File: config.mk
export PLATFORM = sky130hd
export DESIGN_NAME = pflc_ctrl
export DESIGN_NICKNAME = d
export VERILOG_FILES = /design/src/rtl/pflc_pkg.sv /design/src/rtl/pflc_tick.sv /design/src/rtl/pflc_sync.sv /design/src/rtl/pflc_ctrl.sv
export SDC_FILE = /design/constraint.sdc
export NUM_CORES = 1
export LEC_CHECK = 0
export ABC_AREA = 1
export BUFFER_PORTS_ARGS = -buffer_cell sky130_fd_sc_hd__buf_2
export CAP_MARGIN = 20
export CORE_MARGIN = 3
export CORE_UTILIZATION = 60
export DETAILED_ROUTE_END_ITERATION = 10
export GPL_ROUTABILITY_DRIVEN = 1
export PLACE_DENSITY_LB_ADDON = 0.3
export SYNTH_ARGS = -nofsm -noshare
export SYNTH_HDL_FRONTEND = slang
export SYNTH_SLANG_ARGS = --single-unit
File: constraint.sdc
create_clock -name clk_sys -period 2.3 [get_ports clk_sys]
set_input_delay 0.46 -clock clk_sys [delete_from_list [all_inputs] [get_ports clk_sys]]
set_output_delay 0.46 -clock clk_sys [all_outputs]
set_load 0.05 [all_outputs]
File: src/rtl/pflc_pkg.sv
/*
 * Package for the power-fail lock-out controller: timing constants,
 * the lock-out state encoding and the grouped status carrier.
 * Assumes a 25 MHz system clock.
 */
// What this block does
// - Low power input debounced 30 to 31 us
// - Debounce expiry raises power-failing and interrupt
// - Strobe held over 30 us forces lock-out
// - Delay option keeps bus open 480 us
// - Clearing delay enable locks out at once
// - Locked out: ignore bus, float data; on battery, int pins open drain
// - Mode bit keeps interrupts running after failure
// - Unlock only after high input debounced
// - Masked interrupt: sensing off, lock-out still works
// - Battery standby switches power-fail sensing off
// - Power-up sets oscillator-fail, clears start bit
// - Oscillator-fail holds until clock is started
// - Writing flag bit D6 keeps oscillator-fail
// - Low battery only on main supply, below threshold
// - Interrupt enable low disables low-battery detect
// - Time-save enable copies counters continuously
// - Battery switch clears time-save enable
// - Status flag follows failure, cleared on return
// - Lock-out gated by chip select during access
`default_nettype none
package pflc_pkg;

    // System clock rate in kHz
    localparam int unsigned SYS_KHZ = 25000;
    // Prescaled tick period in ns
    localparam int unsigned TICK_NS = 1000;
    localparam int unsigned TICK_DIV = SYS_KHZ * TICK_NS / 1000000;
    // Debounce least time in us, counted in ticks
    localparam int unsigned DEB_US = 30;
    localparam int unsigned DEB_TICKS = DEB_US * 1000 / TICK_NS;
    // Longest access hold in us
    localparam int unsigned HOLD_US = 30;
    localparam int unsigned HOLD_TICKS = HOLD_US * 1000 / TICK_NS;
    // Lock-out grace delay in us
    localparam int unsigned GRACE_US = 480;
    localparam int unsigned GRACE_TICKS = GRACE_US * 1000 / TICK_NS;
    // Width of the tick counters
    localparam int unsigned CNT_W = 10;

    // Lock-out sequencer states
    typedef enum logic [1:0] {
        PFLC_RUN   = 2'b00,
        PFLC_GRACE = 2'b01,
        PFLC_LOCK  = 2'b10,
        PFLC_RECOV = 2'b11
    } pflc_state_e;

    // Status bits presented to the register file
    typedef struct packed {
        logic power_fail_flag;  // Follows internal failure
        logic osc_fail_flag;    // Timekeeping failed
        logic low_battery;      // Battery below threshold
        logic time_save_en;     // Time-save enable state
        logic clock_start;      // Clock start bit
    } pflc_status_s;

endpackage
`default_nettype wire

File: src/rtl/pflc_tick.sv
/*
 * Prescaler: one-cycle tick enable every TICK_DIV system clocks.
 * Assumes a free-running system clock.
 */
`timescale 1ns/1ns
`default_nettype none
module pflc_tick #(
    parameter int unsigned DIV = pflc_pkg::TICK_DIV
) (
    input  wire logic clk_sys,  // System clock
    input  wire logic reset_n,  // Async reset, active low
    output logic      tick      // One-cycle tick
);
    logic [7:0] cnt_q;          // Divider count
    logic [7:0] cnt_d;          // Next count

    // Next count wraps at DIV
    always_comb begin
        if (cnt_q == 8'(DIV - 1)) begin
            cnt_d = 8'h00;
        end else begin
            cnt_d = cnt_q + 8'h01;
        end
    end

    always_ff @(posedge clk_sys or negedge reset_n) begin
        if (!reset_n) begin
            cnt_q <= 8'h00;
        end else begin
            cnt_q <= cnt_d;
        end
    end

    assign tick = (cnt_q == 8'(DIV - 1));
endmodule // pflc_tick
`default_nettype wire

File: src/rtl/pflc_sync.sv
/*
 * Three-stage synchroniser; output changes when stages 2 and 3 agree.
 * Assumes an asynchronous level input.
 */
`timescale 1ns/1ns
`default_nettype none
module pflc_sync #(
    parameter logic INIT = 1'b1
) (
    input  wire logic clk_sys,  // System clock
    input  wire logic reset_n,  // Async reset, active low
    input  wire logic din,      // Asynchronous input
    output logic      dout      // Filtered level
);
    logic [2:0] sh_q;           // Shift stages
    logic       out_q;          // Agreed level
    logic       out_d;          // Next agreed level

    // Change counts only once stages 2 and 3 agree
    always_comb begin
        out_d = out_q;
        if (sh_q[1] == sh_q[2]) begin
            out_d = sh_q[2];
        end
    end

    always_ff @(posedge clk_sys or negedge reset_n) begin
        if (!reset_n) begin
            sh_q  <= {3{INIT}};
            out_q <= INIT;
        end else begin
            sh_q  <= {sh_q[1:0], din};
            out_q <= out_d;
        end
    end

    assign dout = out_q;
endmodule // pflc_sync
`default_nettype wire

File: src/rtl/pflc_ctrl.sv
/*
 * Power-fail lock-out controller: debounce, grace delay, forced
 * lock-out, recovery, oscillator-fail, low-battery and time-save.
 * Assumes analog comparators and clock counters sit outside and
 * that control bits arrive as plain ports from the register file.
 */
`timescale 1ns/1ns
`default_nettype none
module pflc_ctrl #(
    parameter int unsigned CNT_DEB   = pflc_pkg::DEB_TICKS,
    parameter int unsigned CNT_HOLD  = pflc_pkg::HOLD_TICKS,
    parameter int unsigned CNT_GRACE = pflc_pkg::GRACE_TICKS
) (
    input  wire logic     clk_sys,            // 25 MHz clock
    input  wire logic     reset_n,            // Async reset
    input  wire logic     power_loss_input_n, // Power-fail pin
    input  wire logic     on_battery,         // Standby on battery
    input  wire logic     battery_low_cmp,    // Battery below 2.1V
    input  wire logic     cs_n,               // Chip select
    input  wire logic     rd_n,               // Read strobe
    input  wire logic     wr_n,               // Write strobe
    input  wire logic     delay_en,           // Lock-out delay enable
    input  wire logic     pf_int_en,          // Power-fail int enable
    input  wire logic     int_pf_oper,        // Ints run after fail
    input  wire logic     clock_start_set,    // Software start pulse
    input  wire logic     clock_start_clr,    // Software stop pulse
    input  wire logic     pflag_d6_wr,        // Write of flag bit D6
    input  wire logic     time_save_set,      // Software sets enable
    input  wire logic     time_save_clr,      // Software clears it
    output logic          bus_locked,         // Bus locked out
    output logic          bus_enable,         // Strobes honoured
    output logic          data_drive_en,      // Data bus may drive
    output logic          irq_open_drain,     // Int pins open drain
    output logic          pf_sense_on,        // Linear sensing on
    output logic          int_logic_run,      // Interrupt logic runs
    output logic          pf_irq,             // Power-fail interrupt
    output logic          time_save_copy,     // Copy counters now
    output var pflc_pkg::pflc_status_s status // Status bits
);
    // Terminal counts: the first tick after a change lands anywhere in
    // its period; only the debounce counts one tick more to stay at or
    // above its minimum; hold can end up to one tick short, while grace starts on a tick and runs its full count.
    localparam logic [9:0] DEB_M   = 10'(CNT_DEB);
    localparam logic [9:0] HOLD_M  = 10'(CNT_HOLD);
    localparam logic [9:0] GRACE_M = 10'(CNT_GRACE);

    logic tick;                 // Prescaled tick
    logic pin_n;                // Synchronised power pin
    pflc_pkg::pflc_state_e st_q, st_d;   // Sequencer state
    logic [9:0] deb_q, deb_d;   // Debounce counter
    logic [9:0] grc_q, grc_d;   // Grace counter
    logic [9:0] hld_q, hld_d;   // Access hold counter
    logic fail_q, fail_d;       // Internal power-failing
    logic osc_q, osc_d;         // Oscillator-fail flag
    logic start_q, start_d;     // Clock start bit
    logic tse_q, tse_d;         // Time-save enable
    logic lowb_q, lowb_d;       // Low-battery bit
    logic bat_q;                // Battery state last cycle
    logic access;               // Strobe active with chip select
    logic lock_now;             // Lock-out allowed this cycle

    pflc_tick u_tick (
        .clk_sys (clk_sys),
        .reset_n (reset_n),
        .tick    (tick)
    );

    pflc_sync #(.INIT(1'b1)) u_sync (
        .clk_sys (clk_sys),
        .reset_n (reset_n),
        .din     (power_loss_input_n),
        .dout    (pin_n)
    );

    // Only a live strobe counts as an access
    assign access = !cs_n && (!rd_n || !wr_n);

    // Lock when access ends, or it was held too long
    always_comb begin
        lock_now = !access;
        if (hld_q >= HOLD_M) begin
            lock_now = 1'b1;
        end
    end

    // Sequencer and counters next state
    always_comb begin
        st_d   = st_q;
        deb_d  = deb_q;
        grc_d  = grc_q;
        hld_d  = hld_q;
        fail_d = fail_q;
        // Hold counter runs while an access stays open after failure
        if (fail_q && access) begin
            if (tick && hld_q != HOLD_M) begin
                hld_d = hld_q + 10'h001;
            end
        end else begin
            hld_d = 10'h000;
        end
        case (st_q)
            pflc_pkg::PFLC_RUN: begin
                if (pin_n) begin
                    deb_d = 10'h000;
                end else if (tick) begin
                    if (deb_q == DEB_M) begin
                        fail_d = 1'b1;
                        deb_d  = 10'h000;
                        grc_d  = 10'h000;
                        st_d   = pflc_pkg::PFLC_GRACE;
                    end else begin
                        deb_d = deb_q + 10'h001;
                    end
                end
            end
            pflc_pkg::PFLC_GRACE: begin
                if (tick && grc_q != GRACE_M) begin
                    grc_d = grc_q + 10'h001;
                end
                if (lock_now && (!delay_en || grc_q == GRACE_M)) begin
                    st_d = pflc_pkg::PFLC_LOCK;
                end
            end
            pflc_pkg::PFLC_LOCK: begin
                if (!pin_n) begin
                    deb_d = 10'h000;
                end else if (tick) begin
                    deb_d = deb_q + 10'h001;
                    st_d  = pflc_pkg::PFLC_RECOV;
                end
            end
            pflc_pkg::PFLC_RECOV: begin
                if (!pin_n) begin
                    deb_d = 10'h000;
                    st_d  = pflc_pkg::PFLC_LOCK;
                end else if (tick) begin
                    if (deb_q == DEB_M) begin
                        fail_d = 1'b0;
                        deb_d  = 10'h000;
                        st_d   = pflc_pkg::PFLC_RUN;
                    end else begin
                        deb_d = deb_q + 10'h001;
                    end
                end
            end
            default: begin
                st_d = pflc_pkg::PFLC_RUN;
            end
        endcase
    end

    // Sequencer registers
    always_ff @(posedge clk_sys or negedge reset_n) begin
        if (!reset_n) begin
            st_q   <= pflc_pkg::PFLC_RUN;
            deb_q  <= 10'h000;
            grc_q  <= 10'h000;
            hld_q  <= 10'h000;
            fail_q <= 1'b0;
        end else begin
            st_q   <= st_d;
            deb_q  <= deb_d;
            grc_q  <= grc_d;
            hld_q  <= hld_d;
            fail_q <= fail_d;
        end
    end

    // Status bits next state; set wins over software clear
    always_comb begin
        osc_d   = osc_q;
        start_d = start_q;
        tse_d   = tse_q;
        lowb_d  = 1'b0;
        if (clock_start_set) begin
            start_d = 1'b1;
            osc_d   = 1'b0;
        end else if (clock_start_clr) begin
            start_d = 1'b0;
        end
        // flag D6 write leaves flag alone
        if (pflag_d6_wr) begin
            osc_d = osc_d;
        end
        // Software may set or clear the time-save enable
        if (time_save_set) begin
            tse_d = 1'b1;
        end else if (time_save_clr) begin
            tse_d = 1'b0;
        end
        if (on_battery && !bat_q) begin
            tse_d = 1'b0;
        end
        // main supply only; gated by enable
        if (!on_battery && pf_int_en && battery_low_cmp) begin
            lowb_d = 1'b1;
        end
    end

    // Status registers; power-up values
    always_ff @(posedge clk_sys or negedge reset_n) begin
        if (!reset_n) begin
            osc_q   <= 1'b1;
            start_q <= 1'b0;
            tse_q   <= 1'b0;
            lowb_q  <= 1'b0;
            bat_q   <= 1'b0;
        end else begin
            osc_q   <= osc_d;
            start_q <= start_d;
            tse_q   <= tse_d;
            lowb_q  <= lowb_d;
            bat_q   <= on_battery;
        end
    end

    assign bus_locked     = (st_q == pflc_pkg::PFLC_LOCK) ||
                            (st_q == pflc_pkg::PFLC_RECOV);
    assign bus_enable     = !bus_locked;
    assign data_drive_en  = !bus_locked && !cs_n && !rd_n;
    assign irq_open_drain = bus_locked && on_battery;
    // sensing off when masked; off on battery
    assign pf_sense_on    = pf_int_en && !on_battery;
    assign int_logic_run  = !fail_q || int_pf_oper;
    assign pf_irq         = fail_q && pf_int_en;
    assign time_save_copy = tse_q;
    assign status = '{power_fail_flag: fail_q, osc_fail_flag: osc_q,
                      low_battery: lowb_q, time_save_en: tse_q,
                      clock_start: start_q};

    // Failure always begins the grace state
    property p_fail_grace;
        @(posedge clk_sys) disable iff (!reset_n)
        $rose(fail_q) |-> st_q == pflc_pkg::PFLC_GRACE;
    endproperty
    a_fail_grace: assert property (p_fail_grace)
        else $error("failure without grace state");

    // No lock during live access unless hold expired
    property p_gate_cs;
        @(posedge clk_sys) disable iff (!reset_n)
        (st_q == pflc_pkg::PFLC_GRACE && access && hld_q < HOLD_M)
        |=> st_q != pflc_pkg::PFLC_LOCK;
    endproperty
    a_gate_cs: assert property (p_gate_cs)
        else $error("locked during an access");

    // Delay disabled and no access locks next cycle
    property p_early;
        @(posedge clk_sys) disable iff (!reset_n)
        (st_q == pflc_pkg::PFLC_GRACE && !delay_en && !access)
        |=> st_q == pflc_pkg::PFLC_LOCK;
    endproperty
    a_early: assert property (p_early)
        else $error("lock not immediate");

    // Held strobe forces lock
    property p_force;
        @(posedge clk_sys) disable iff (!reset_n)
        (st_q == pflc_pkg::PFLC_GRACE && hld_q == HOLD_M && !delay_en)
        |=> bus_locked;
    endproperty
    a_force: assert property (p_force)
        else $error("forced lock missing");

    // Locked state holds while pin low
    property p_stay;
        @(posedge clk_sys) disable iff (!reset_n)
        (bus_locked && !pin_n) |=> bus_locked;
    endproperty
    a_stay: assert property (p_stay)
        else $error("unlocked while pin low");

    // Data bus never driven while locked
    property p_iso;
        @(posedge clk_sys) disable iff (!reset_n)
        bus_locked |-> !data_drive_en && !bus_enable;
    endproperty
    a_iso: assert property (p_iso)
        else $error("bus active while locked");

    // Battery switch clears time-save
    property p_tse;
        @(posedge clk_sys) disable iff (!reset_n)
        $rose(on_battery) |=> !tse_q;
    endproperty
    a_tse: assert property (p_tse)
        else $error("time save not cleared");

    // Low battery only on main supply with enable
    property p_lowb;
        @(posedge clk_sys) disable iff (!reset_n)
        lowb_q |-> !$past(on_battery) && $past(pf_int_en);
    endproperty
    a_lowb: assert property (p_lowb)
        else $error("low battery set wrongly");

    // Oscillator-fail only drops with clock start
    property p_osc;
        @(posedge clk_sys) disable iff (!reset_n)
        $fell(osc_q) |-> start_q;
    endproperty
    a_osc: assert property (p_osc)
        else $error("osc flag dropped early");
endmodule // pflc_ctrl
`default_nettype wire

==> out/metrics.yaml <==
clock_tree:
  post_cts_resized: 0
  clk_latency_ps: 310
  cts_root_buf: "clkbuf_8"
  cts-buffers-inserted: 5
  postCtsSetupBuffers: 0
  cts.sinks: 50
  htree_levels: 2
  clk_path_buf_depth: 2
  clkTransAtPathRegs_ps: 100
  cts_tree: "done"
  cts_hold_buf: 0
global_routing:
  grt_pass1_wl_mm: 11.9
  antenna_found_initial: 0
  grt_pass1_vias: 2836
  grt_usage_pct: 23.3
  grt_max_degree: 29
  grt.overflow.total: 0
synth:
  ys.flop_type: "dfrtp_1"
  synthAdderAreaFrac_pct: 3.31
  ys_seq_elements: 50
  synth.largest_area_cell: "dfrtp_1"
  synth_area_sq_mm: 0.00332
  synthTopCellsByArea: "dfrtp_1 34%, nand2_1 13%, nand3_1 8.3%"
  async_flop_share_pct: 100
  synth_compound_area_share_pct: 6.93
  synth_edf_count: 0
  post-synth-top-area-fraction_pct: 33.9
  synth_cell_types: 41
  syn_inst: 469
  synth_xor_area_share_pct: 3.69
  synth_most_common_cell: "nand2_1"
  avgSynthCellArea_sq_um: 7.09
  synthMuxAreaShare_pct: 0
  synthesis.nets: 493
  synth_common_cells: "116 x nand2_1, 63 x inv_1, 55 x nand3_1, 55 x nor2_1, 45 x dfrtp_1"
  synth_top_family_by_area: "simple AND/OR/NAND/NOR gates"
  synthSimpleGateAreaFrac_pct: 36.3
  ys_seq_area_share_pct: 37.8
  ys_warn_count: 0
worst_setup_path:
  path_cells: "inv_1 > ha_1 > inv_1 > nor2_1 > nand2_1 > nor2_2 > o21ai_2 > inv_2 > o21ai_0 > inv_1 > nand3_1 > nand2_1 > inv_1"
  slowest_delay_ps: 410
  worstSetupPathType: "flop to flop"
  rr_startpoint: "u_tick.cnt_q[0]"
  worstPathRequired_ps: 2510
  crit_path_start_kind: "flop"
  end_kind: "flop"
  path_max_fanout: 9
  critPathBufInv: 5
  crit_top_cell: "inv_1"
  path_delay_family: "simple AND/OR/NAND/NOR gates"
  cp-startpoint: "u_tick.cnt_q[0]"
  arrival_ps: 2160
  cpMaxStageDelayCell: "dfrtp_1"
drt:
  dr.pass1.iters: 4
  drt-wirelength-per-cell_um: 12.0
  ant_nets: 0
  viasPerCell: 5.26
  drcViolationCount: 0
  drt_iter0_markers: 119
  vias: 2978
  wl_mm: 6.78
floorplanning:
  start_util_pct: 63.4
  io_pins: 29
  chipHeight_um: 80.4
  rows: 26
  die_w_um: 80.4
  dieArea_sq_mm: 0.00647
  core_area_sq_mm: 0.00524
timing:
  whs_ps: 114
  tightest_slew_ps: 539
  tns_ps: 0
  clock.fmax_mhz: 512
  grt_setup_unrepaired: "false"
  fin_skew_ps: 9.17
  drv_slew: 0
  hold_viol: 0
  maxSlewHeadroom_pct: 64.1
  fin_crit_sh_pct: 84.9
  setup_viol: 0
  layout_min_cycle_time_ps: 1950
placed_design:
  dp_hpwl_mm: 5.02
  gp_congestion: 0.900
  port_buffers: 27
power:
  p_leak_nw: 1.83
  p_total_w: 0.00164
  ir_drop_mv: 0.348
  powerDensity_mw_per_mm2: 455
final_layout:
  fin_nets: 519
  fin_util_pct: 69.0
  drive_gt1_share_pct: 15.5
  area_growth_pct: 8.70
  diodes: 0
job:
  cap_violations: 0
run_status:
  outcome: "complete, no violations"
hold_path:
  worst_hold_path_type: "input port to async pin"
## per-stage QoR
stage	cell area (sq um)	setup slack (ps)	cells
after floorplan	3320	256	469
after global placement	3490	404	558
after detailed placement	3490	348	558
after CTS	3610	334	566
after global routing	3610	126	566
final	3610	347	566
## layout by cell type (no fill, tap or decap), types with 4 or more instances in the layout
master    count
nand2_1     116
inv_1        63
nor2_1       55
nand3_1      55
dfrtp_1      45
buf_2        27
o21ai_0      21
nand4_1      14
xor2_1       13
nand2_2      12
ha_1          8
nor3_1        7
buf_4         7
a21oi_1       6
clkbuf_8      6
inv_2         5
dfstp_2       5
nor2_2        4
## final cells by class
type | instances | area (sq um)
sequential | 50 | 1260
fill | 451 | 1630
tap | 70 | 87.6
timing repair buffer | 35 | 208
inverter | 70 | 268
multi-input combinational | 333 | 1670
clock inverter | 2 | 38.8
clock buffer | 6 | 82.6
## per-layer routing
metal  part of all wire (%)  global-route usage, %  vias up
li1                       -                      -     1534
met1                     45                   28.6     1385
met2                     50                   39.5       50
met3                    3.5                   4.93        9
met4                    1.3                   9.63        0
met5                      0                      0        -
## power breakdown
part	leakage [nW]	switching, W	internal (W)
clock network	0.0618	0.000301	0.000358
registers	0.664	0.00000619	0.000891
logic	1.10	0.0000627	0.0000241
total	1.83	0.000370	0.00127
## flip-flops by register name, summed over array words and instances, names as in the netlist
name / cells
osc_q: 1
deb_q: 10
st_q: 2
u_sync.sh_q: 3
lowb_q: 1
u_sync.dout: 1
fail_q: 1
start_q: 1
u_tick.cnt_q: 8
bat_q: 1
hld_q: 10
grc_q: 10
time_save_copy: 1
## final timing paths
path / endpoint / slack [ps] / depth (start not counted)
min in group clk_sys: u_sync.sh_q[0] / 240 / 1
max in group asynchronous: u_sync.sh_q[2] / 1560 / 2
setup reg to reg: deb_q[6] / 350 / 13
setup / recovery: deb_q[6] / 350 / 13
hold reg to reg: u_sync.sh_q[1] / 360 / 0
hold / removal: grc_q[5] / 110 / 1
## logic make-up (layout without fill, tap and decap cells)
logic type | after synthesis | count (layout)
AO/OA/AOI/OAI | 39 | 39
buffers and inverters | 86 | 113
XOR/XNOR | 14 | 14
adder cells (fa/ha/maj) | 9 | 9
flip-flops | 50 | 50
AND/OR/NAND/NOR | 271 | 271
No activity file was read; power rests on OpenSTA's default activity.
